File: config.mk
export PLATFORM = sky130hd
export DESIGN_NAME = occ_console
export DESIGN_NICKNAME = d
export VERILOG_FILES = /design/src/common/occ_pkg.sv /design/src/occ_console.sv
export SDC_FILE = /design/constraint.sdc
export NUM_CORES = 1
export LEC_CHECK = 0
export ABC_AREA = 1
export BUFFER_PORTS_ARGS = -buffer_cell sky130_fd_sc_hd__buf_2
export CAP_MARGIN = 0
export CORE_ASPECT_RATIO = 1.5
export CORE_MARGIN = 3
export CORE_UTILIZATION = 42
export CTS_CLUSTER_DIAMETER = 120
export DETAILED_ROUTE_END_ITERATION = 12
export HOLD_SLACK_MARGIN = 0.08
export MAX_ROUTING_LAYER = met4
export PLACE_DENSITY = 0.73
export SYNTH_ARGS = -nofsm -noshare
export SYNTH_HDL_FRONTEND = slang
export SYNTH_SLANG_ARGS = --single-unit
export TNS_END_PERCENT = 30
File: constraint.sdc
create_clock -name clock -period 2.2 [get_ports clock]
set_input_delay 0.11 -clock clock [delete_from_list [all_inputs] [get_ports clock]]
set_output_delay 0.11 -clock clock [all_outputs]
set_load 0.01 [all_outputs]
File: src/common/occ_pkg.sv
/*
  Constants, types and state codes for the operator console control block.
  Assumes one 10 MHz clock and a synchronous active-low reset. The processor
  sequencer and the input-output section sit outside this block.
*/
// Summary of operation
// - Stop halts program, input-output continues
// - Clear resets all but input-output registers
// - Master clear resets every register
// - Operator loads start address into P
// - P shown continuously as six octal digits
// - Start executes instruction at P address
// - Fifteen jump switches each light indicator
// - Jump switches honoured while program runs
// - Four stop switches light upper indicator half
// - Actual selected stop lights lower half
// - Stop switches armable while program runs
// - One of sixteen channels chosen for bootstrap
// - Load reads bootstrap via selected channel
// - Program fault on bad opcode or address
// - Locked-out memory reference is program fault
// - Peripheral fault on power or cable loss
// - Bootstrap fault on error during loading
// - Two switches choose console input and output
// - Program may also set console device choice
package occ_pkg;

  // ****************************************
  // Widths
  // ****************************************
  localparam int OCC_ADDR_W  = 18;
  localparam int OCC_JUMP_N  = 15;
  localparam int OCC_STOP_N  = 4;
  localparam int OCC_CHAN_W  = 4;
  localparam int OCC_REG_AW  = 4;
  localparam int OCC_DATA_W  = 32;

  // ****************************************
  // Register map
  // ****************************************
  localparam logic [OCC_REG_AW-1:0] OCC_REG_STATUS  = 4'h0;
  localparam logic [OCC_REG_AW-1:0] OCC_REG_PADDR   = 4'h1;
  localparam logic [OCC_REG_AW-1:0] OCC_REG_CONSEL  = 4'h2;
  localparam logic [OCC_REG_AW-1:0] OCC_REG_SWITCH  = 4'h3;

  // Status field positions
  localparam int OCC_ST_RUN     = 0;
  localparam int OCC_ST_PFAULT  = 1;
  localparam int OCC_ST_EFAULT  = 2;
  localparam int OCC_ST_BFAULT  = 3;
  localparam int OCC_ST_BOOT    = 4;
  localparam int OCC_ST_HIT_LSB = 8;
  // Console select fields
  localparam int OCC_CS_IN      = 0;
  localparam int OCC_CS_OUT     = 1;
  localparam int OCC_CS_PROG    = 2;
  // Switch readback fields
  localparam int OCC_SW_STOP_LSB = 16;
  localparam int OCC_SW_CHAN_LSB = 20;

  localparam logic [OCC_ADDR_W-1:0] OCC_P_RESET = 18'h00000;
  localparam logic [OCC_DATA_W-1:0] OCC_ZERO    = 32'h00000000;

  // ****************************************
  // Types
  // ****************************************
  typedef enum logic [1:0] {
    OCC_HALT = 2'b00,
    OCC_RUN  = 2'b01,
    OCC_BOOT = 2'b10
  } occ_state_e;

  // Operator panel switch group
  typedef struct packed {
    logic                  stop_pb;
    logic                  clear_pb;
    logic                  mclear_pb;
    logic                  start_pb;
    logic                  load_p_pb;
    logic                  boot_pb;
    logic [OCC_ADDR_W-1:0] addr_sw;
    logic [OCC_JUMP_N-1:0] jump_sw;
    logic [OCC_STOP_N-1:0] stop_sw;
    logic [OCC_CHAN_W-1:0] chan_sw;
    logic                  in_sw;
    logic                  out_sw;
  } occ_panel_s;

  // Fault sources from the processor and peripherals
  typedef struct packed {
    logic bad_opcode;
    logic bad_addr;
    logic locked_ref;
    logic sync_power_lost;
    logic cable_open;
    logic boot_error;
  } occ_fault_s;

endpackage : occ_pkg

File: src/occ_console.sv
/*
  Operator console control: run/halt sequencing, P register, selective
  jump and stop lamps, bootstrap channel start, fault lamps, console
  device selection and a small register port.
  Assumes panel switches are debounced and synchronous; push buttons are
  one-cycle pulses; the processor reports stop hits and boot completion.
*/
`timescale 1ns/1ps
module occ_console (
  input  wire logic                          clock,
  input  wire logic                          rst_b,
  input  wire occ_pkg::occ_panel_s           panel,
  input  wire occ_pkg::occ_fault_s           fault,
  input  wire logic [occ_pkg::OCC_STOP_N-1:0] stop_hit,
  input  wire logic                          instr_done,
  input  wire logic [occ_pkg::OCC_ADDR_W-1:0] next_p,
  input  wire logic                          boot_done,
  input  wire logic [occ_pkg::OCC_REG_AW-1:0] reg_addr,
  input  wire logic [occ_pkg::OCC_DATA_W-1:0] reg_wdata,
  input  wire logic                          reg_wr,
  input  wire logic                          reg_rd,
  output logic [occ_pkg::OCC_DATA_W-1:0]     reg_rdata,
  output logic                               run,
  output logic                               fetch_go,
  output logic                               cpu_clear,
  output logic                               io_clear,
  output logic [occ_pkg::OCC_ADDR_W-1:0]     p_disp,
  output logic [occ_pkg::OCC_JUMP_N-1:0]     jump_lamp,
  output logic [occ_pkg::OCC_STOP_N-1:0]     stop_upper_lamp,
  output logic [occ_pkg::OCC_STOP_N-1:0]     stop_lower_lamp,
  output logic                               boot_go,
  output logic [occ_pkg::OCC_CHAN_W-1:0]     boot_chan,
  output logic                               pfault_lamp,
  output logic                               efault_lamp,
  output logic                               bfault_lamp,
  output logic                               con_in_tape,
  output logic                               con_out_punch
);

  // ****************************************
  // Run state
  // ****************************************
  occ_pkg::occ_state_e               state_reg;
  logic [occ_pkg::OCC_ADDR_W-1:0]    p_reg;
  logic [occ_pkg::OCC_STOP_N-1:0]    armed_hit;
  logic                              any_clear;
  logic                              prog_sel_reg;
  logic                              prog_in_reg;
  logic                              prog_out_reg;

  assign any_clear = panel.clear_pb | panel.mclear_pb;
  // Only armed stops halt the machine
  assign armed_hit = stop_hit & panel.stop_sw;

  always_ff @(posedge clock)
  begin
    if (!rst_b)
    begin
      state_reg <= occ_pkg::OCC_HALT;
    end
    else if (any_clear)
    begin
      state_reg <= occ_pkg::OCC_HALT;
    end
    else
    begin
      unique case (state_reg)
        occ_pkg::OCC_HALT:
        begin
          if (panel.boot_pb)
          begin
            state_reg <= occ_pkg::OCC_BOOT;
          end
          else if (panel.start_pb)
          begin
            state_reg <= occ_pkg::OCC_RUN;
          end
        end
        occ_pkg::OCC_RUN:
        begin
          // Halt only stops the sequencer; io_clear stays low, so transfers finish
          if (panel.stop_pb || (|armed_hit))
          begin
            state_reg <= occ_pkg::OCC_HALT;
          end
        end
        occ_pkg::OCC_BOOT:
        begin
          if (boot_done || fault.boot_error)
          begin
            state_reg <= occ_pkg::OCC_HALT;
          end
        end
        default:
        begin
          state_reg <= occ_pkg::OCC_HALT;
        end
      endcase
    end
  end

  always_ff @(posedge clock)
  begin
    if (!rst_b)
    begin
      run      <= 1'b0;
      fetch_go <= 1'b0;
      boot_go  <= 1'b0;
    end
    else
    begin
      run      <= (state_reg == occ_pkg::OCC_RUN);
      // Pulse telling the sequencer to fetch from P
      fetch_go <= (state_reg == occ_pkg::OCC_HALT) && panel.start_pb
                  && !panel.boot_pb && !any_clear;
      boot_go  <= (state_reg == occ_pkg::OCC_HALT) && panel.boot_pb
                  && !any_clear;
    end
  end

  // ****************************************
  // Clears
  // ****************************************
  always_ff @(posedge clock)
  begin
    if (!rst_b)
    begin
      cpu_clear <= 1'b1;
      io_clear  <= 1'b1;
    end
    else
    begin
      cpu_clear <= any_clear;
      io_clear  <= panel.mclear_pb;
    end
  end

  // ****************************************
  // P register
  // ****************************************
  always_ff @(posedge clock)
  begin
    if (!rst_b || any_clear)
    begin
      p_reg <= occ_pkg::OCC_P_RESET;
    end
    else if (state_reg != occ_pkg::OCC_RUN && panel.load_p_pb)
    begin
      // Panel entry is ignored while running to avoid corrupting sequencing
      p_reg <= panel.addr_sw;
    end
    else if (state_reg != occ_pkg::OCC_RUN && reg_wr && reg_addr == occ_pkg::OCC_REG_PADDR)
    begin
      p_reg <= reg_wdata[occ_pkg::OCC_ADDR_W-1:0];
    end
    else if (state_reg == occ_pkg::OCC_RUN && instr_done)
    begin
      p_reg <= next_p;
    end
  end

  always_ff @(posedge clock)
  begin
    if (!rst_b)
    begin
      p_disp <= occ_pkg::OCC_P_RESET;
    end
    else
    begin
      p_disp <= p_reg;
    end
  end

  // ****************************************
  // Jump and stop lamps
  // ****************************************
  always_ff @(posedge clock)
  begin
    if (!rst_b)
    begin
      jump_lamp       <= '0;
      stop_upper_lamp <= '0;
    end
    else
    begin
      jump_lamp       <= panel.jump_sw;
      stop_upper_lamp <= panel.stop_sw;
    end
  end

  always_ff @(posedge clock)
  begin
    if (!rst_b)
    begin
      stop_lower_lamp <= '0;
    end
    else if (state_reg == occ_pkg::OCC_RUN && !panel.stop_pb && (|armed_hit))
    begin
      // Stop reached in a clear cycle still shows; set beats clear
      stop_lower_lamp <= armed_hit;
    end
    else if (any_clear || (panel.start_pb && state_reg == occ_pkg::OCC_HALT))
    begin
      stop_lower_lamp <= '0;
    end
  end

  // ****************************************
  // Bootstrap channel
  // ****************************************
  always_ff @(posedge clock)
  begin
    if (!rst_b)
    begin
      boot_chan <= '0;
    end
    else if (state_reg != occ_pkg::OCC_BOOT)
    begin
      // Frozen during loading so the source cannot change mid-load
      boot_chan <= panel.chan_sw;
    end
  end

  // ****************************************
  // Fault lamps; a new fault beats a clear
  // ****************************************
  always_ff @(posedge clock)
  begin
    if (!rst_b)
    begin
      pfault_lamp <= 1'b0;
      efault_lamp <= 1'b0;
      bfault_lamp <= 1'b0;
    end
    else
    begin
      pfault_lamp <= (fault.bad_opcode | fault.bad_addr | fault.locked_ref)
                     | (pfault_lamp & !any_clear);
      efault_lamp <= (fault.sync_power_lost | fault.cable_open)
                     | (efault_lamp & !any_clear);
      bfault_lamp <= (fault.boot_error & (state_reg == occ_pkg::OCC_BOOT))
                     | (bfault_lamp & !any_clear);
    end
  end

  // ****************************************
  // Console device selection
  // ****************************************
  always_ff @(posedge clock)
  begin
    if (!rst_b || panel.mclear_pb)
    begin
      prog_sel_reg <= 1'b0;
      prog_in_reg  <= 1'b0;
      prog_out_reg <= 1'b0;
    end
    else if (reg_wr && reg_addr == occ_pkg::OCC_REG_CONSEL)
    begin
      prog_sel_reg <= reg_wdata[occ_pkg::OCC_CS_PROG];
      prog_in_reg  <= reg_wdata[occ_pkg::OCC_CS_IN];
      prog_out_reg <= reg_wdata[occ_pkg::OCC_CS_OUT];
    end
  end

  always_ff @(posedge clock)
  begin
    if (!rst_b)
    begin
      con_in_tape   <= 1'b0;
      con_out_punch <= 1'b0;
    end
    else
    begin
      con_in_tape   <= prog_sel_reg ? prog_in_reg : panel.in_sw;
      con_out_punch <= prog_sel_reg ? prog_out_reg : panel.out_sw;
    end
  end

  // ****************************************
  // Register read port
  // ****************************************
  always_ff @(posedge clock)
  begin
    if (!rst_b)
    begin
      reg_rdata <= occ_pkg::OCC_ZERO;
    end
    else
    begin
      reg_rdata <= occ_pkg::OCC_ZERO;
      if (reg_rd)
      begin
        unique case (reg_addr)
          occ_pkg::OCC_REG_STATUS:
          begin
            reg_rdata[occ_pkg::OCC_ST_RUN]    <= (state_reg == occ_pkg::OCC_RUN);
            reg_rdata[occ_pkg::OCC_ST_PFAULT] <= pfault_lamp;
            reg_rdata[occ_pkg::OCC_ST_EFAULT] <= efault_lamp;
            reg_rdata[occ_pkg::OCC_ST_BFAULT] <= bfault_lamp;
            reg_rdata[occ_pkg::OCC_ST_BOOT]   <= (state_reg == occ_pkg::OCC_BOOT);
            reg_rdata[occ_pkg::OCC_ST_HIT_LSB +: occ_pkg::OCC_STOP_N] <= stop_lower_lamp;
          end
          occ_pkg::OCC_REG_PADDR:
          begin
            reg_rdata[occ_pkg::OCC_ADDR_W-1:0] <= p_reg;
          end
          occ_pkg::OCC_REG_CONSEL:
          begin
            reg_rdata[occ_pkg::OCC_CS_IN]   <= prog_in_reg;
            reg_rdata[occ_pkg::OCC_CS_OUT]  <= prog_out_reg;
            reg_rdata[occ_pkg::OCC_CS_PROG] <= prog_sel_reg;
          end
          occ_pkg::OCC_REG_SWITCH:
          begin
            // Program samples jump switches live while running
            reg_rdata[occ_pkg::OCC_JUMP_N-1:0] <= panel.jump_sw;
            reg_rdata[occ_pkg::OCC_SW_STOP_LSB +: occ_pkg::OCC_STOP_N] <= panel.stop_sw;
            reg_rdata[occ_pkg::OCC_SW_CHAN_LSB +: occ_pkg::OCC_CHAN_W] <= panel.chan_sw;
          end
          default:
          begin
            reg_rdata <= occ_pkg::OCC_ZERO;
          end
        endcase
      end
    end
  end

  // ****************************************
  // Checks
  // ****************************************
  stop_halts_a: assert property (@(posedge clock) disable iff (!rst_b)
    (state_reg == occ_pkg::OCC_RUN && panel.stop_pb && !any_clear)
    |=> (state_reg == occ_pkg::OCC_HALT) && !io_clear)
    else $error("stop did not halt or cleared io");
  clear_keeps_io_a: assert property (@(posedge clock) disable iff (!rst_b)
    (panel.clear_pb && !panel.mclear_pb) |=> cpu_clear && !io_clear && p_reg == '0)
    else $error("clear touched io or missed P");
  mclear_all_a: assert property (@(posedge clock) disable iff (!rst_b)
    panel.mclear_pb |=> cpu_clear && io_clear && !prog_sel_reg)
    else $error("master clear incomplete");
  p_load_a: assert property (@(posedge clock) disable iff (!rst_b)
    (state_reg == occ_pkg::OCC_HALT && panel.load_p_pb && !any_clear)
    |=> p_reg == $past(panel.addr_sw) ##1 p_disp == $past(panel.addr_sw, 2))
    else $error("P load or display wrong");
  start_fetch_a: assert property (@(posedge clock) disable iff (!rst_b)
    (state_reg == occ_pkg::OCC_HALT && panel.start_pb && !panel.boot_pb && !any_clear)
    |=> fetch_go && state_reg == occ_pkg::OCC_RUN ##1 run)
    else $error("start did not run");
  jump_lamp_a: assert property (@(posedge clock) disable iff (!rst_b)
    1'b1 |=> jump_lamp == $past(panel.jump_sw))
    else $error("jump lamp mismatch");
  stop_lower_a: assert property (@(posedge clock) disable iff (!rst_b)
    (state_reg == occ_pkg::OCC_RUN && |armed_hit && !any_clear && !panel.stop_pb)
    |=> stop_lower_lamp == $past(armed_hit) && state_reg == occ_pkg::OCC_HALT)
    else $error("selected stop not shown");
  pfault_hold_a: assert property (@(posedge clock) disable iff (!rst_b)
    (pfault_lamp && !any_clear) |=> pfault_lamp)
    else $error("program fault lamp dropped");
  locked_fault_a: assert property (@(posedge clock) disable iff (!rst_b)
    fault.locked_ref |=> pfault_lamp)
    else $error("locked reference not flagged");
  boot_start_a: assert property (@(posedge clock) disable iff (!rst_b)
    (state_reg == occ_pkg::OCC_HALT && panel.boot_pb && !any_clear)
    |=> boot_go && boot_chan == $past(panel.chan_sw))
    else $error("boot start or channel wrong");
  pdisp_follow_a: assert property (@(posedge clock) disable iff (!rst_b)
    1'b1 |=> p_disp == $past(p_reg))
    else $error("P display lags wrong");
  boot_chan_hold_a: assert property (@(posedge clock) disable iff (!rst_b)
    (state_reg == occ_pkg::OCC_BOOT) |=> boot_chan == $past(boot_chan))
    else $error("boot channel moved during load");
  efault_set_a: assert property (@(posedge clock) disable iff (!rst_b)
    (fault.sync_power_lost || fault.cable_open) |=> efault_lamp)
    else $error("peripheral fault not shown");
  bfault_set_a: assert property (@(posedge clock) disable iff (!rst_b)
    (state_reg == occ_pkg::OCC_BOOT && fault.boot_error)
    |=> bfault_lamp && state_reg == occ_pkg::OCC_HALT)
    else $error("bootstrap fault not shown");

endmodule : occ_console

Word-level counts from Yosys, hierarchy flattened:

Index checks and enable logic that the tools add are counted.

* input port bits: 119
* output and inout bits: 87
* logic and storage cells: 96
* flip-flop bits (word level): 110

* equal/unequal tests: 10
* reductions and logical operators: 31
* bitwise operators: 13
* multiplexer cells: 18

Operators by type and width (number)
* $mux W18: 3
* $logic_and A1 B1 Y1: 12
* $pmux W2 S3: 2
* $pmux W3 S2: 2
* $pmux W3 S4: 1
* $pmux W4 S3: 1
* $reduce_and A3 Y1: 3
* $eq A4 B2 Y1 const B: 2
* $mux W2: 4
* $mux W4: 2
* $or A1 B1 Y1: 7
* $ne A2 B2 Y1 const B: 3
* $logic_or A1 B1 Y1: 5
* $and A1 B1 Y1: 4
* $and A4 B4 Y4: 1
* $eq A4 B1 Y1 const B: 1
* $logic_not A1 Y1: 4
* $logic_not A4 Y1: 1
* $pmux W2 S2: 1
* $reduce_or A4 Y1: 1
* $ne A3 B3 Y1 const B: 1
* $reduce_bool A3 Y1: 1
* $eq A2 B1 Y1 const B: 1
* $eq A2 B2 Y1 const B: 1
* 7 further kinds: 8

Logic depth before layout (Yosys ltp):

* depth in word-level cells: 5
* depth in mapped cells: 9
* mapped depth without buffers: 8

Worst setup path after synthesis:

No wires, ideal clock.

* path kind: register -> register
* from: reg state_reg[0]
* to: reg stop_lower_lamp[0] (netlist bit)
* library setup time: 0.118 ns
* buffers on the path: 0
* path slack: 0.996 ns
* clock period less this slack: 1.204 ns
* cell stages (with the launch flop): 6
* arrival: 1.087 ns
* required time: 2.082 ns
* cells stage by stage: dfxtp_1 > nand2_4 > nor2_1 > o21ai_0 > nand3_1 > a21oi_1

* word-level cells in the longest chain between the ends: 4
* elaborated cells on any way between the ends: 8
* those cells by class: 1 x eq/ne; 1 x mux; 6 x reduce/logical

Ends and longest elaborated chain
* from (decl): line occ_console.sv:43 `occ_pkg::occ_state_e state_reg;`
* from (signal assigned): line occ_console.sv:59 `state_reg <= occ_pkg::OCC_HALT;`
* from (signal assigned): line occ_console.sv:63 `state_reg <= occ_pkg::OCC_HALT;`
* from (signal assigned): line occ_console.sv:72 `state_reg <= occ_pkg::OCC_BOOT;`
* $eq A2 B1 Y1 or $logic_not A2 Y1 (tied branches): line occ_console.sv:197, occ_console.sv:202
* $logic_and A1 B1 Y1 (on tied branches): line occ_console.sv:197, occ_console.sv:202
* $logic_and A1 B1 Y1 or $logic_or A1 B1 Y1 (tied branches): line occ_console.sv:197, occ_console.sv:202
* $mux W4 or $reduce_bool A2 Y1 (tied branches)
* to (signal assigned): line occ_console.sv:200 `stop_lower_lamp <= armed_hit;`
* to (decl): line occ_console.sv:30 `output logic [occ_pkg::OCC_STOP_N-1:0] stop_lower_lamp,`

Several ways; a longest one is shown, not always the timed one.
A chain may end at the register's enable or synchronous reset.

Final worst setup path:

* from: in panel[46] (netlist bit)
* to: reg fetch_go

* word-level cells in the longest chain between the ends: 3

Ends and longest elaborated chain
* from (decl): line occ_console.sv:12 `input wire occ_pkg::occ_panel_s panel,`
* $or A1 B1 Y1: line occ_console.sv:51 `assign any_clear = panel.clear_pb | panel.mclear_pb;`
* $logic_not A1 Y1: line occ_console.sv:115 `&& !panel.boot_pb && !any_clear;`
* $logic_and A1 B1 Y1: line occ_console.sv:115
* to (signal assigned): line occ_console.sv:114 `fetch_go <= (state_reg == occ_pkg::OCC_HALT) && panel.start_pb`
* to (decl): line occ_console.sv:24 `output logic fetch_go,`

No other way between the ends.

==> summary.md <==
| Metric | Value |
|---|---|
| Number of buffers inserted by post-CTS setup repair | 0 |
| Post-synth cell types | 28 |
| Leakage dissipation | 3.40 nW |
| Power share of the combinational group | 12.5% |
| Sequential area share after synthesis | 46.7% |
| Mean Syn Cell Area | 7.23 um^2 |
| Total routing resource utilization after global routing | 21.2% |
| Quantity of gates resized following cts | 0 |
| Wire length of the first global-routing pass | 18400 um |
| Overall via count from detail_route | 4323 |
| Final layout net count | 942 |
| Fraction of final layout cells with drive strength greater than 1 | 28.7% |
| Flops & latches, synth | 102 |
| Pin count of the biggest net entering global routing | 38 |
| Slew Limit Fails | 0 |
| Clock Power Share | 39.7% |
| Outcome | completed |
| Placeable Area | 10100 um^2 |
| Most common cell after layout, fill and taps aside | sky130_fd_sc_hd__buf_2 |
| Overall die area | 11700 um^2 |
| Number of CTS-inserted buffers | 9 |
| Final worst setup slack | 0.346 ns |
| Share of total power in sequential cells | 47.8% |
| Crit path launch type | primary input |
| Final setup viols | 0 |
| Wirelength per Cell | 12.9 um |
| Maximum resistive drop on vdd | 0.414 mV |
| Fill cell total of the finished layout | 941 |
| TritonCTS clock tree | done |
| Area added between synthesis and finish | 37.6% |
| Slew at the pin closest to its max-slew limit | 0.717 ns |
| Detail Placement HPWL | 8830 um |
| Unrepaired setup endpoints after global routing | false |
| Final setup TNS | 0 ns |
| Clock slew at reported path FFs | 0.07 ns |
| Post-Route Utilization | 59.3% |
| Initial Util | 43.1% |
| Number of rows created at floorplan | 45 |
| Htree depth | 3 |
| Clock Latency Late Sink | 0.34 ns |
| Critical Path End Type | register |
| Root buffer cell | sky130_fd_sc_hd__clkbuf_16 |
| Total power density per cell area | 666 nW/um^2 |
| Die Y | 131 um |
| CTS sink cnt | 102 |
| Hold buffer count at cts | 42 |
| Final hold viol count | 0 |
| Internal cell power | 0.00303 W |
| Top-Level Pins | 206 |
| Worst clock skew | 0.00468 ns |
| Fmax | 539 MHz |
| Max_cap viols | 0 |
| Final min period | 1.85 ns |
| Clk buf depth | 2 |
| Post-Route WL | 12200 um |
| DRC Markers | 0 |
| Placement Setup Slack | 0.506 ns |
| Flip-flop count of the largest register, all copies and words added | 24 |
| Count of TritonRoute iterations in the first routing pass | 4 |
| Net Switching | 0.000970 W |
| X dimension of the die | 89.3 um |
| Number of vias per cell after detailed routing | 4.57 |
| Critical path start-end classification | in2reg |
| CP Data Arrival Time | 2.14 ns |
| Share of the clock period used by the worst path after layout | 84.3% |
| Number of antenna violations at the first check in global routing | 0 |
| Placer's final routability congestion estimate | 0.840 |
| Relative slew slack | 52.1% |
| Yosys synthesis warning count | 0 |
| Drt first-iter violations | 152 |
| Count of port buffers added during placement | 183 |
| Number of nets with antenna violations after routing | 0 |
| Via count of the first global-routing pass | 3866 |
| Critical path required time | 2.49 ns |
| Largest fanout of any net on the critical path | 21 |
| Netlist Area Pre-Place | 4370 um^2 |
| Diodes inserted | 0 |
| Top library cells by usage in the layout, fill and taps aside | sky130_fd_sc_hd__buf_2 (183), sky130_fd_sc_hd__inv_1 (131), sky130_fd_sc_hd__nand2_1 (119) |
| Total overflow reported by the global router | 0 |
| Min-delay worst type | in2reg |
| Cells after synthesis | 604 |
| Share of total power consumed by net switching | 24.2% |
==> worst paths after layout <==
check	depth (start not counted)	end	slack, ns	startpoint
setup reg to reg	7	p_reg[14]	0.66	state_reg[0]
hold / removal	5	p_reg[3]	0.1	next_p[3]
hold reg to reg	2	p_disp[5]	0.42	p_reg[5]
setup / recovery	8	fetch_go	0.35	panel[46]
==> area by class of cell <==
class | instances | area, um^2 | area share, %
Multi-Input combinational cell | 345 | 1640 | 27.3
Clock inverter | 5 | 58.8 | 0.978
Sequential cell | 102 | 2040 | 34.0
Inverter | 136 | 513 | 8.53
Clock buffer | 11 | 243 | 4.04
Tap cell | 117 | 146 | 2.43
Timing Repair Buffer | 229 | 1370 | 22.7
==> critical path, cell delays in order <==
cell,delay [ns]
sky130_fd_sc_hd__dlygate4sd3_1,0.54
sky130_fd_sc_hd__buf_2,0.12
sky130_fd_sc_hd__or2_2,0.31
sky130_fd_sc_hd__nor2_1,0.10
sky130_fd_sc_hd__buf_4,0.25
sky130_fd_sc_hd__nand2_1,0.07
sky130_fd_sc_hd__nor2_1,0.09
sky130_fd_sc_hd__dlygate4sd3_1,0.54
==> kinds of logic (layout without fill, tap and decap cells) <==
group	Yosys count	after routing	share of synthesized area, %
DFF	102	102	46.7
other	1	8	0.0858
AOI/OAI and AO/OA	63	63	8.28
buffers and inverters	164	381	16.2
and+or+nand+nor	274	274	28.7
==> synthesized netlist by cell type <==
cell                       number  area, um^2
sky130_fd_sc_hd__nand2_1      119         447
sky130_fd_sc_hd__inv_4          1        6.26
sky130_fd_sc_hd__nand3_1       74         370
sky130_fd_sc_hd__nand4_1        1        6.26
sky130_fd_sc_hd__nor2_2        11        68.8
sky130_fd_sc_hd__nand2_8        1        20.0
sky130_fd_sc_hd__nor2_4         2        22.5
sky130_fd_sc_hd__buf_6          4        45.0
sky130_fd_sc_hd__nand3b_1       6        45.0
sky130_fd_sc_hd__inv_2          4        15.0
sky130_fd_sc_hd__nor2_1        52         195
sky130_fd_sc_hd__nand2_2        1        6.26
sky130_fd_sc_hd__buf_4          9        67.6
sky130_fd_sc_hd__nand2_4        3        33.8
sky130_fd_sc_hd__o21ai_0       23         115
sky130_fd_sc_hd__dfxtp_1      102        2040
sky130_fd_sc_hd__nor3_1         1        5.00
sky130_fd_sc_hd__inv_1        131         492
sky130_fd_sc_hd__a21oi_1       25         125
sky130_fd_sc_hd__a21oi_2       10        87.6
sky130_fd_sc_hd__or2_2          2        12.5
sky130_fd_sc_hd__buf_2          9        45.0
sky130_fd_sc_hd__conb_1         1        3.75
sky130_fd_sc_hd__o211ai_1       2        15.0
sky130_fd_sc_hd__o22ai_1        3        18.8
sky130_fd_sc_hd__buf_12         1        20.0
sky130_fd_sc_hd__buf_1          5        18.8
sky130_fd_sc_hd__nor2_8         1        20.0
==> layer usage <==
| metal | track usage, % | vias to the layer above | part of all wire (%) |
|---|---|---|---|
| met5 | - | - | 0 |
| met2 | 37.5 | 152 | 53 |
| met4 | 8.15 | 0 | 3.1 |
| met1 | 23.2 | 1901 | 39 |
| met3 | 4.02 | 26 | 4.9 |
| li1 | - | 2244 | - |
==> stage by stage <==
| step | total power [W] | cells | area [um^2] | hold WS (ns) |
|---|---|---|---|---|
| floorplan | 0.00223 | 611 | 4400 | 0.203 |
| global placement | 0.00239 | 887 | 5290 | 0.310 |
| detailed placement | 0.00240 | 887 | 5290 | 0.307 |
| CTS | 0.00402 | 945 | 6010 | 0.0879 |
| global route | 0.00418 | 945 | 6010 | 0.116 |
| finish | 0.00400 | 945 | 6010 | 0.0965 |
==> power groups by stage <==
stage / Combinational (W) / Clock (W) / Sequential [W]
after floorplan: 0.000251 / 0 / 0.00198
after CTS: 0.000500 / 0.00161 / 0.00191
final: 0.000499 / 0.00159 / 0.00191
after global placement: 0.000437 / 0 / 0.00195
after global routing: 0.000562 / 0.00170 / 0.00192
after detailed placement: 0.000440 / 0 / 0.00196
Note: power is estimated with default switching activity, not from simulation.
